[config.mk]
export PLATFORM = sky130hd
export DESIGN_NAME = bus_register
export DESIGN_NICKNAME = d
export VERILOG_FILES = /design/src/design/bus_register_pkg.sv /design/src/design/two_entry_buf.sv /design/src/design/bus_register.sv
export VERILOG_INCLUDE_DIRS = /design/src /design/src/design
export SDC_FILE = /design/constraint.sdc
export NUM_CORES = 1
export LEC_CHECK = 0
export ABC_CLOCK_PERIOD_IN_PS = 5700
export BUFFER_PORTS_ARGS = -buffer_cell sky130_fd_sc_hd__buf_2
export CORE_UTILIZATION = 31
export DETAILED_ROUTE_END_ITERATION = 16
export GPL_TIMING_DRIVEN = 0
export MAX_ROUTING_LAYER = met4
export PLACE_DENSITY = 0.45
export SETUP_SLACK_MARGIN = 0.3
export SYNTH_ARGS = -nofsm -noshare
export SYNTH_HDL_FRONTEND = slang
export SYNTH_SLANG_ARGS = --single-unit
[constraint.sdc]
create_clock -name clk_i -period 5.7 [get_ports clk_i]
set_input_delay 1.14 -clock clk_i [delete_from_list [all_inputs] [get_ports clk_i]]
set_output_delay 1.14 -clock clk_i [all_outputs]
set_load 0.005 [all_outputs]
[src/design/bus_register_consts.svh]
// Constants for the twenty-bit bus register and its capture buffer
`ifndef BUS_REGISTER_CONSTS_SVH
`define BUS_REGISTER_CONSTS_SVH

// ============================================================
// Widths
`define WORD_W 20
`define SYNC_W 3
`define RST_PIPE_W 2

// ============================================================
// Reset values
`define WORD_CLR 20'h00000
`define SYNC_CLR 3'h0
`define RST_PIPE_CLR 2'h0
`define SYNC_SET 3'h7

// ============================================================
// Synchroniser stage positions
`define SYNC_MID 1
`define SYNC_LAST 2

`endif

[src/design/bus_register_pkg.sv]
// Types shared by the bus register and its capture buffer
`include "bus_register_consts.svh"

package bus_register_pkg;

  // ============================================================
  // Stored and captured word
  typedef logic [`WORD_W-1:0] word_t;

  // ============================================================
  // Fill level of the two-entry buffer
  typedef enum logic [1:0] {
    BUF_EMPTY = 2'b00,
    BUF_ONE = 2'b01,
    BUF_TWO = 2'b10
  } buf_state_t;

endpackage

[src/design/two_entry_buf.sv]
// Two-entry valid/ready buffer for captured words
`include "bus_register_consts.svh"

module two_entry_buf (
  // Clock and reset
  input wire logic clk_i,
  input wire logic rst_n_i,
  // Filling side
  input wire logic in_valid_i,
  output logic in_ready_o,
  input wire bus_register_pkg::word_t in_data_i,
  // Draining side
  output logic out_valid_o,
  input wire logic out_ready_i,
  output bus_register_pkg::word_t out_data_o
);

  // ============================================================
  // Storage
  bus_register_pkg::buf_state_t state_r; // Fill level
  bus_register_pkg::word_t head_r; // Oldest word
  bus_register_pkg::word_t tail_r; // Second word
  logic push; // Word accepted this cycle
  logic pop; // Word handed on this cycle

  // Handshakes from the fill level
  assign in_ready_o = (state_r != bus_register_pkg::BUF_TWO);
  assign out_valid_o = (state_r != bus_register_pkg::BUF_EMPTY);
  assign out_data_o = head_r;
  assign push = in_valid_i & in_ready_o;
  assign pop = out_valid_o & out_ready_i;

  // Fill level tracking
  always_ff @(posedge clk_i or negedge rst_n_i) begin
    if (!rst_n_i) begin
      state_r <= bus_register_pkg::BUF_EMPTY;
    end else begin
      case (state_r)
        bus_register_pkg::BUF_EMPTY: begin
          if (push) begin
            state_r <= bus_register_pkg::BUF_ONE;
          end
        end
        bus_register_pkg::BUF_ONE: begin
          if (push && !pop) begin
            state_r <= bus_register_pkg::BUF_TWO;
          end else if (pop && !push) begin
            state_r <= bus_register_pkg::BUF_EMPTY;
          end
        end
        bus_register_pkg::BUF_TWO: begin
          if (pop) begin
            state_r <= bus_register_pkg::BUF_ONE;
          end
        end
        default: begin
          state_r <= bus_register_pkg::BUF_EMPTY;
        end
      endcase
    end
  end

  // Word slots
  always_ff @(posedge clk_i or negedge rst_n_i) begin
    if (!rst_n_i) begin
      head_r <= `WORD_CLR;
      tail_r <= `WORD_CLR;
    end else begin
      if (state_r == bus_register_pkg::BUF_TWO && pop) begin
        head_r <= tail_r;
      end else if (push && (state_r == bus_register_pkg::BUF_EMPTY || pop)) begin
        head_r <= in_data_i;
      end else if (push) begin
        tail_r <= in_data_i;
      end
    end
  end

endmodule

[src/design/bus_register.sv]
// Twenty-bit edge-triggered bus register with clock and output enables
//
// Overview of operation
// - Twenty stored bits, outputs not inverted
// - Qualified rising clock edge loads data inputs
// - Clock enable high ignores edges, holds word
// - No rising edge means word stays held
// - Output enable high releases the twenty data outputs
// - Loading continues while outputs are released
// - Output enable low drives stored word
`include "bus_register_consts.svh"

module bus_register (
  // System clock and reset
  input wire logic clk_i,
  input wire logic rst_n_i,
  // Pins from the driving bus logic
  input wire logic pin_clk_i,
  input wire logic ce_n_i,
  input wire logic oe_n_i,
  input wire bus_register_pkg::word_t data_in_i,
  // Pins towards the receiving bus logic
  output bus_register_pkg::word_t data_out_o,
  output logic data_out_oe_n_o,
  output logic word_known_o,
  // Stream of captured words
  output logic cap_valid_o,
  input wire logic cap_ready_i,
  output bus_register_pkg::word_t cap_data_o,
  output logic cap_space_o,
  output logic cap_overrun_o
);

  // ============================================================
  // Settling filter
  // Level moves only when the last two stages agree
  function automatic logic settle(input logic old, input logic mid, input logic last);
    settle = (mid == last) ? last : old;
  endfunction

  // ============================================================
  // Reset release
  logic [`RST_PIPE_W-1:0] rst_pipe_r; // Release pipeline
  logic rst_n; // Released reset for the whole block

  // Two-stage release of the asynchronous reset
  always_ff @(posedge clk_i or negedge rst_n_i) begin
    if (!rst_n_i) begin
      rst_pipe_r <= `RST_PIPE_CLR;
    end else begin
      rst_pipe_r <= {rst_pipe_r[`RST_PIPE_W-2:0], 1'b1};
    end
  end

  assign rst_n = rst_pipe_r[`RST_PIPE_W-1];

  // ============================================================
  // Pin synchronisers
  logic [`SYNC_W-1:0] clk_sync_r; // Pin clock stages
  logic [`SYNC_W-1:0] ce_sync_r; // Clock enable stages
  logic [`SYNC_W-1:0] oe_sync_r; // Output enable stages
  bus_register_pkg::word_t data_s1_r; // First data stage
  bus_register_pkg::word_t data_s2_r; // Second data stage
  bus_register_pkg::word_t data_s3_r; // Third data stage

  // Three flops per control pin
  always_ff @(posedge clk_i or negedge rst_n) begin
    if (!rst_n) begin
      clk_sync_r <= `SYNC_CLR;
      // Enables start at their idle high level, so no false drive after reset
      ce_sync_r <= `SYNC_SET;
      oe_sync_r <= `SYNC_SET;
    end else begin
      clk_sync_r <= {clk_sync_r[`SYNC_W-2:0], pin_clk_i};
      ce_sync_r <= {ce_sync_r[`SYNC_W-2:0], ce_n_i};
      oe_sync_r <= {oe_sync_r[`SYNC_W-2:0], oe_n_i};
    end
  end

  // Three flops per data bit, same latency as the pin clock
  always_ff @(posedge clk_i or negedge rst_n) begin
    if (!rst_n) begin
      data_s1_r <= `WORD_CLR;
      data_s2_r <= `WORD_CLR;
      data_s3_r <= `WORD_CLR;
    end else begin
      data_s1_r <= data_in_i;
      data_s2_r <= data_s1_r;
      data_s3_r <= data_s2_r;
    end
  end

  // ============================================================
  // Settled levels
  logic clk_lvl_r; // Settled pin clock
  logic clk_prev_r; // Pin clock one cycle earlier
  logic ce_lvl_r; // Settled clock enable, active low
  logic oe_lvl_r; // Settled output enable, active low
  bus_register_pkg::word_t data_lvl_r; // Settled data word
  bus_register_pkg::word_t agree; // Data bits whose last stages agree
  logic rise; // Rising edge of the pin clock
  logic load; // Qualified capture this cycle

  assign agree = ~(data_s2_r ^ data_s3_r);

  // Control levels, outputs start released
  always_ff @(posedge clk_i or negedge rst_n) begin
    if (!rst_n) begin
      clk_lvl_r <= 1'b0;
      clk_prev_r <= 1'b0;
      ce_lvl_r <= 1'b1;
      oe_lvl_r <= 1'b1;
    end else begin
      clk_lvl_r <= settle(clk_lvl_r, clk_sync_r[`SYNC_MID], clk_sync_r[`SYNC_LAST]);
      clk_prev_r <= clk_lvl_r;
      ce_lvl_r <= settle(ce_lvl_r, ce_sync_r[`SYNC_MID], ce_sync_r[`SYNC_LAST]);
      oe_lvl_r <= settle(oe_lvl_r, oe_sync_r[`SYNC_MID], oe_sync_r[`SYNC_LAST]);
    end
  end

  // Data level, bit by bit
  always_ff @(posedge clk_i or negedge rst_n) begin
    if (!rst_n) begin
      data_lvl_r <= `WORD_CLR;
    end else begin
      data_lvl_r <= (data_s3_r & agree) | (data_lvl_r & ~agree);
    end
  end

  // Only a low-to-high move of the settled clock counts
  assign rise = clk_lvl_r & ~clk_prev_r;
  // Enable gates the edge; output enable plays no part
  assign load = rise & ~ce_lvl_r;

  // ============================================================
  // Storage
  bus_register_pkg::word_t store_r; // Twenty stored bits
  logic known_r; // Word has been loaded once

  // Word capture, held on every cycle without a load
  always_ff @(posedge clk_i or negedge rst_n) begin
    if (!rst_n) begin
      store_r <= `WORD_CLR;
    end else if (load) begin
      store_r <= data_lvl_r;
    end
  end

  // Contents count as unknown until the first load
  always_ff @(posedge clk_i or negedge rst_n) begin
    if (!rst_n) begin
      known_r <= 1'b0;
    end else if (load) begin
      known_r <= 1'b1;
    end
  end

  // ============================================================
  // Output drive
  // Stored word straight through, drive only while enabled
  assign data_out_o = store_r;
  assign data_out_oe_n_o = oe_lvl_r;
  assign word_known_o = known_r;

  // ============================================================
  // Capture stream
  logic buf_ready; // Buffer can take a word
  logic overrun_r; // A load found the buffer full

  two_entry_buf u_buf (
    .clk_i(clk_i),
    .rst_n_i(rst_n),
    .in_valid_i(load),
    .in_ready_o(buf_ready),
    .in_data_i(data_lvl_r),
    .out_valid_o(cap_valid_o),
    .out_ready_i(cap_ready_i),
    .out_data_o(cap_data_o)
  );

  // Sticky flag for a word the stream could not keep
  always_ff @(posedge clk_i or negedge rst_n) begin
    if (!rst_n) begin
      overrun_r <= 1'b0;
    end else if (load && !buf_ready) begin
      overrun_r <= 1'b1;
    end
  end

  assign cap_space_o = buf_ready;
  assign cap_overrun_o = overrun_r;
endmodule

# ---- Word-level counts from Yosys, hierarchy flattened
# Index checks and enable logic that the tools add are counted.
# W data, S select, Z words.
dict set report op_classes {
  n_mux 7
  n_reduce_logical 14
  bitwise_logic 14
  n_eq_ne 9
}
# cell count
set op_table {}
lappend op_table {{$and A20 B20 Y20} 2}
lappend op_table {{$mux W20} 2}
lappend op_table {{$not A20 Y20} 2}
lappend op_table {{$or A20 B20 Y20} 1}
lappend op_table {{$xor A20 B20 Y20} 1}
lappend op_table {{$mux W2} 4}
lappend op_table {{$pmux W2 S3} 1}
lappend op_table {{$reduce_and A3 Y1} 2}
lappend op_table {{$logic_and A1 B1 Y1} 5}
lappend op_table {{$and A1 B1 Y1} 4}
lappend op_table {{$ne A2 B1 Y1 const B} 2}
lappend op_table {{$not A1 Y1} 4}
lappend op_table {{$reduce_bool A2 Y1} 2}
lappend op_table {{$eq A1 B1 Y1} 3}
lappend op_table {{$logic_not A1 Y1} 3}
lappend op_table {{$ne A3 B1 Y1 const B} 1}
lappend op_table {{$eq A2 B1 Y1 const B} 1}
lappend op_table {{$eq A2 B2 Y1 const B} 1}
lappend op_table {{$logic_not A2 Y1} 1}
lappend op_table {{$ne A2 B2 Y1 const B} 1}
lappend op_table {{$logic_or A1 B1 Y1} 1}
dict set report word_totals {
  out_inout_bits 45
  wordCells 62
  reg_bits 159
  in_bits 26
}

# ---- Logic depth before layout (Yosys ltp)
# Gate-level depths: netlist (run 1).
dict set report logic_depth {
  word_depth 9
  ltp_mapped 5
  mapped_depth_nobuf 3
}

# ---- Cells and area by module
# From an unflattened synthesis (run 1), not the netlist that was laid out.
dict set report unflattened {
  hier_cells 341
  hier_area_um2 5565.3
}
# module cells_per_inst seq_area_each_um2 area_per_inst_um2 instances
set modules_own_cells {}
lappend modules_own_cells {bus_register 167 2937.8 3455.8 1}
lappend modules_own_cells {two_entry_buf 174 1051.0 2109.5 1}

# ---- Least setup slack after synthesis (run 1)
# No wires, ideal clock.
dict set report synth_path {
  kind {in2reg}
  from {in cap_ready_i}
  to {reg u_buf.head_r[0] (netlist: u_buf.out_data_o[0])}
  setup_ns 0.125
  path_slack_ns 3.385
  t_required_ns 5.575
  path_stages 4
  arrival_time_ns 2.190
  path_buffers 1
  cell_sequence {or4bb_1 o211ai_4 buf_12 mux2_4}
}
dict set report synth_via {
  elab_chain_len 4
}
# item line
set synth_lines {}
lappend synth_lines {{from (decl)} bus_register.sv:28} ;# input wire logic cap_ready_i,
lappend synth_lines {{$and A1 B1 Y1 *} two_entry_buf.sv:31} ;# assign pop = out_valid_o & out_ready_i;
lappend synth_lines {{$logic_or A1 B1 Y1} two_entry_buf.sv:71} ;# end else if (push && (state_r == bus_register_pkg::BUF_EMPTY || pop)) begin
lappend synth_lines {{$logic_and A1 B1 Y1} two_entry_buf.sv:71}
lappend synth_lines {{$reduce_bool A2 Y1 (no source line)} --}
lappend synth_lines {{to (signal assigned)} two_entry_buf.sv:66} ;# head_r <= `WORD_CLR;
lappend synth_lines {{to (signal assigned)} two_entry_buf.sv:70} ;# head_r <= tail_r;
lappend synth_lines {{to (signal assigned)} two_entry_buf.sv:72} ;# head_r <= in_data_i;
lappend synth_lines {{to (decl)} two_entry_buf.sv:21} ;# bus_register_pkg::word_t head_r;
# Mark *: on every way between the ends. The rest lies on a longest branch, timed or not.
# A chain may end at the register's enable or synchronous reset.

# ---- Worst setup path in the final report (run 1)
dict set report layout_path {
  from {reg u_buf.state_r[1]}
  to {out cap_valid_o}
}
dict set report layout_via {
  elab_chain_len 1
}
# item line
set layout_lines {}
lappend layout_lines {{from (decl)} two_entry_buf.sv:20} ;# bus_register_pkg::buf_state_t state_r;
lappend layout_lines {{from (signal assigned)} two_entry_buf.sv:36} ;# state_r <= bus_register_pkg::BUF_EMPTY;
lappend layout_lines {{from (signal assigned)} two_entry_buf.sv:41} ;# state_r <= bus_register_pkg::BUF_ONE;
lappend layout_lines {{from (signal assigned)} two_entry_buf.sv:46} ;# state_r <= bus_register_pkg::BUF_TWO;
lappend layout_lines {{$reduce_bool A2 Y1} two_entry_buf.sv:28} ;# assign out_valid_o = (state_r != bus_register_pkg::BUF_EMPTY);
lappend layout_lines {{to (decl)} bus_register.sv:27} ;# output logic cap_valid_o,
# No other way between the ends.

==> impl_metrics.json, run 1 <==
{
  "status": "completed",
  "grt_pass1_wl_mm": 15.3,
  "grt_max_degree": 74,
  "syn_inst": 289,
  "total_power_mw": 3.04,
  "synth.avg_cell_area_um2": 18.7,
  "postCtsSetupBuffers": 0,
  "synth_edf_count": 0,
  "maxSlewViolCount": 0,
  "via_count": 2593,
  "wl_met1_mm": 4.36,
  "max_cap_violations": 0,
  "top_layer": "met4",
  "die_width_um": 134,
  "synth_top_area_share_pct": 69.9,
  "core_area_um2": 16800,
  "wl_mm": 9.09,
  "ctsHoldBuffers": 0,
  "syn_area_um2": 5410,
  "track_usage_pct": 11.8,
  "period_share_pct": 43.7,
  "ant_nets": 0,
  "crit_arrival_ns": 1.35,
  "overflow": 0,
  "antenna_cells": 0,
  "leakagePower_nw": 3.00,
  "layout-drive-gt1-share_pct": 51.1,
  "ctsResizeCount": 0,
  "path_clk_slew_ns": 0.06,
  "area_growth_pct": 23.3,
  "cts.sinks": 159,
  "cts_made_buffers": 17,
  "avgRoutedWirePerCell_um": 14.8,
  "cts_root_buffer": "clkbuf_16",
  "start_util_pct": 32.1,
  "grt_pass1_vias": 2805,
  "synth_seq_cells": 159,
  "worst_ep_required_time_ns": 4.56,
  "hold_violations": 0,
  "drc": 0,
  "cp_max_fo": 6,
  "core.rowCount": 47,
  "via_per_inst": 4.23,
  "setup_violations": 0,
  "clk_latency_ns": 0.41,
  "slew_headroom_pct": 52.8,
  "synth_top_cells_by_area": "dfrtp_1, mux2_2, mux2_4",
  "io_buffers": 70,
  "fin_crit_ns": 2.49,
  "postSynthNetCount": 315,
  "cts.path.max_buffers": 2,
  "wl_met2_mm": 4.15,
  "seq_area_frac_synth_pct": 73.8,
  "dp.final_hpwl_mm": 5.72,
  "async_reset_ff_share_pct": 100,
  "synthFlopType": "dfrtp_1",
  "worst_pin_slew_ns": 0.708,
  "dr_wl_met3_um": 425,
  "cts_tree": "built",
  "critPathKind": "register to output port",
  "vdd_drop_max_mv": 0.265,
  "netlist.top_cell.by_area": "dfrtp_1",
  "max_freq_mhz": 401,
  "final_cell_mix": "dfrtp_1, buf_2, mux2_2",
  "antenna_found_initial": 0,
  "post-place-ws_ns": 3.11,
  "finalWorstSetupSlack_ns": 3.21,
  "synth.distinct_cells": 26,
  "boundaryPins": 71,
  "htree_levels": 4,
  "fin_util_pct": 39.6,
  "cp-end-kind": "output port",
  "yosys_warnings": 0,
  "die_h_um": 134,
  "gp_congestion": 0.674,
  "worstHoldPathType": "register to async pin",
  "drtPass1Iterations": 4,
  "skew_ns": 0.00475,
  "layout_commonest_cell": "dfrtp_1",
  "place_area_um2": 6090,
  "postLayoutCellArea_um2": 6670,
  "fin_nets": 406,
  "drtIter0Drc": 147,
  "hold_ws_ns": 0.256,
  "powerDensity_nw_per_um2": 456,
  "die_area_um2": 18000,
  "worst_setup_path_start_kind": "register",
  "rsz0062_at_grt": "no"
}
[report_power, final]
part	switching (mW)	internal (mW)
Clock	0.434	0.662
Sequential	0.123	1.36
Combinational	0.160	0.302
[kinds of logic after synthesis]
kind of cell | count (synthesis) | share of synthesized area, %
flip-flops | 159 | 73.8
multiplexers | 81 | 18.2
adder cells (fa/ha/maj) | 23 | 4.26
buffers and inverters | 10 | 1.53
AND/OR/NAND/NOR | 10 | 1.25
AO/OA/AOI/OAI | 5 | 0.880
other | 1 | 0.0694
[metrics by stage]
stage / setup TNS (ns) / std cells
detailed placement: 0 / 581
floorplan: 0 / 289
global route: 0 / 613
global placement: -109.05 / 579
finish: 0 / 613
CTS: 0 / 613
[synth_stat cells, types with 2 or more instances]
library cell	number
clkbuf_1	2
dfstp_2	8
dfrtp_1	151
maj3_1	23
mux2_2	60
buf_12	2
mux2_4	20
buf_2	4
nand2_1	2
[worst max-delay path, cell delays in order (launching register included)]
cell and delay, ns:
dfrtp_1 0.43, or2_2 0.36, buf_2 0.15
[metal layers]
metal	up-vias	track usage (%)
met1	1343	15.4
met2	57	16.3
met5	-	-
met3	10	4.23
met4	0	5.43
li1	1183	-
[area by class of cell]
| class | instances | area (um^2) |
|---|---|---|
| clock inverter | 12 | 118 |
| sequential | 159 | 3990 |
| multi-input combinational | 120 | 1340 |
| timing repair buffer | 72 | 405 |
| clock buffer | 20 | 457 |
| fill | 1608 | 10200 |
| buffer | 9 | 78.8 |
| tap | 220 | 275 |
| inverter | 1 | 3.75 |
[worst paths after layout]
kind / startpoint / to / slack (ns) / depth (start not counted)
worst min register to register: rst_pipe_r[1] / data_s1_r[19] / 0.26 / 0
max in group asynchronous: rst_pipe_r[1] / async pin / 4.44 / 2
worst max-delay path: u_buf.state_r[1] / cap_valid_o / 3.21 / 2
worst min-delay path: rst_pipe_r[1] / data_s1_r[19] / 0.26 / 0
min in group clk_i: data_s1_r[0] / data_s2_r[0] / 0.35 / 0
worst max register to register: ce_lvl_r / u_buf.tail_r[18] / 3.92 / 4
No activity file was read; power rests on OpenSTA's default activity.
==> run 2, diff against run 1 <==
--- a/config.mk
+++ b/config.mk
@@ -6,7 +6,7 @@
 export SDC_FILE = /design/constraint.sdc
 export NUM_CORES = 1
 export LEC_CHECK = 0
-export ABC_CLOCK_PERIOD_IN_PS = 5700
+export ABC_CLOCK_PERIOD_IN_PS = 2500
 export BUFFER_PORTS_ARGS = -buffer_cell sky130_fd_sc_hd__buf_2
 export CORE_UTILIZATION = 31
 export DETAILED_ROUTE_END_ITERATION = 16
==> constraint.sdc (replaced) <==
create_clock -name clk_i -period 2.5 [get_ports clk_i]
set_input_delay 0.5 -clock clk_i [delete_from_list [all_inputs] [get_ports clk_i]]
set_output_delay 0.5 -clock clk_i [all_outputs]
set_load 0.005 [all_outputs]
==> run 2 against run 1 <==
  * Sequential share of layout area is the same
  * Worst setup slack lost 2.6 ns
  * First-iteration DRC count shrank 35%
  * Clock-buffer cell count grew 1
  * Via count grew 0.77%
  * Clock skew grew 0.0028 ns
  * Clock power grew 120%
  * Sequential power grew 130%
  * Critical path depth is the same
  * Register-to-register slack lost 3.2 ns
  * Critical path type unchanged
  * Critical endpoint unchanged
==> impl_metrics.json, run 2 (synthesized netlist as in run 1, its figures left out) <==
{
  "status": "completed",
  "antenna_found_initial": 0,
  "grt_max_degree": 70,
  "place_inst": 581,
  "htree_levels": 4,
  "grt_pass1_vias": 2795,
  "avgRoutedWirePerCell_um": 14.6,
  "via_per_inst": 4.26,
  "ctsResizeCount": 0,
  "cts_root_buffer": "clkbuf_16",
  "slowest_delay_ns": 0.44,
  "crit_arrival_ns": 1.35,
  "max_cap_violations": 0,
  "crit_chain": "or2_2 > buf_2",
  "overflow": 0,
  "path_clk_slew_ns": 0.06,
  "dp.final_hpwl_mm": 5.65,
  "final_cells": 613,
  "cp_slowest_cell": "dfrtp_1",
  "maxSlewViolCount": 0,
  "fin_nets": 407,
  "period_share_pct": 74.1,
  "final_cell_mix": "dfrtp_1, buf_2, mux2_2",
  "layout-drive-gt1-share_pct": 50.4,
  "switchingPower_mw": 1.63,
  "cp_max_fo": 6,
  "cellInternalPower_mw": 5.27,
  "grtUsageMet3_pct": 5.03,
  "start_util_pct": 32.1,
  "cts.sinks": 159,
  "critPathKind": "register to output port",
  "ctsHoldBuffers": 1,
  "drtPass1Iterations": 3,
  "area_growth_pct": 23.3,
  "gp_congestion": 0.659,
  "layout_commonest_cell": "dfrtp_1",
  "worst_setup_path_start_kind": "register",
  "vdd_drop_max_mv": 0.492,
  "cts_tree": "built",
  "skew_ns": 0.00756,
  "finalSetupTns_ns": 0,
  "fillers": 1604,
  "setup_violations": 0,
  "wl_mm": 8.96,
  "track_usage_pct": 11.6,
  "use_met2_pct": 17.2,
  "worst_pin_slew_ns": 0.771,
  "drc": 0,
  "slew_headroom_pct": 48.6,
  "postCtsSetupBuffers": 0,
  "swShare_pct": 23.6,
  "grt.busiest_layer": "met2",
  "fin_util_pct": 39.6,
  "via_count": 2613,
  "rsz0062_at_grt": "no",
  "cts_made_buffers": 17,
  "io_buffers": 70,
  "fin_crit_ns": 1.85,
  "core.rowCount": 47,
  "post-place-ws_ns": 0.578,
  "max_freq_mhz": 540,
  "hold_violations": 0,
  "powerDensity_nw_per_um2": 1030,
  "leakagePower_nw": 2.98,
  "worstHoldPathType": "input pin to register",
  "die_area_um2": 18000,
  "clk_latency_ns": 0.41,
  "die_h_um": 134,
  "ant_nets": 0,
  "seq_power_share_pct": 48.9,
  "grt_use_met1_pct": 13.7,
  "grt_pass1_wl_mm": 14.7,
  "boundaryPins": 71,
  "finalWorstSetupSlack_ns": 0.648,
  "pwr-share-comb_pct": 15.4,
  "cts.path.max_buffers": 2,
  "path_delay_family": "flip-flops",
  "antenna_cells": 0,
  "core_area_um2": 16800,
  "crit_buf_inv": 1,
  "worst_ep_required_time_ns": 2.00,
  "cp-end-kind": "output port",
  "drtIter0Drc": 96,
  "die_width_um": 134,
  "clockPowerShare_pct": 35.8
}
-- run 2: cell types whose count changed in the layout (fill, tap and decap cells not counted), sizes merged --
cell,before,now
dlygate4sd3,0,1
clkinvlp,3,4
clkinv,7,3
clkbuf,22,23
inv,1,2
-- run 2: worst paths after layout --
check / startpoint / to / slack [ns] / cells past startpoint
worst min-delay path: ce_n_i / ce_sync_r[0] / 0.18 / 1
worst max register to register: ce_lvl_r / u_buf.tail_r[3] / 0.69 / 4
worst max-delay path: u_buf.state_r[1] / cap_valid_o / 0.65 / 2
max in group asynchronous: rst_pipe_r[1] / data_s2_r[11] / 1.30 / 2
min in group asynchronous: rst_pipe_r[1] / data_s1_r[0] / 0.23 / 0
worst min register to register: rst_pipe_r[1] / data_s1_r[0] / 0.23 / 0
-- run 2: layer usage --
layer | wire, um | share of wire, % | vias up
met1 | 4210 | 47 | 1365
met5 | 0 | 0 | -
met2 | 4190 | 47 | 53
met3 | 457 | 5.1 | 12
met4 | 113 | 1.3 | 0
li1 | - | - | 1183
-- run 2: stage by stage --
stage | power (mW) | hold WS [ns] | area, um^2
6_report | 6.90 | 0.178 | 6670
5_1_grt | 7.28 | 0.142 | 6670
4_1_cts | 7.03 | 0.147 | 6670
3_5_place_dp | 4.50 | 0.236 | 6090
3_3_place_gp | 4.45 | 0.285 | 6040
2_1_floorplan | 4.02 | 0.204 | 5410
-- run 2: cell type report --
type | count | area [um^2] | share of cell area, %
tap | 220 | 275 | 4.13
clock inverter | 10 | 114 | 1.71
sequential | 159 | 3990 | 59.9
inverter | 1 | 3.75 | 0.0563
timing repair buffer | 73 | 415 | 6.23
multi-input combinational | 120 | 1340 | 20.0
clock buffer | 21 | 450 | 6.76
buffer | 9 | 78.8 | 1.18
-- run 2: power by group through the flow --
stage          sequential, mW  combinational [mW]  clock (mW)
5_1_grt                  3.44                1.16        2.68
3_3_place_gp             3.45                1.00           0
4_1_cts                  3.38                1.09        2.56
2_1_floorplan            3.41               0.611           0
3_5_place_dp             3.42                1.08           0
6_report                 3.37                1.06        2.47
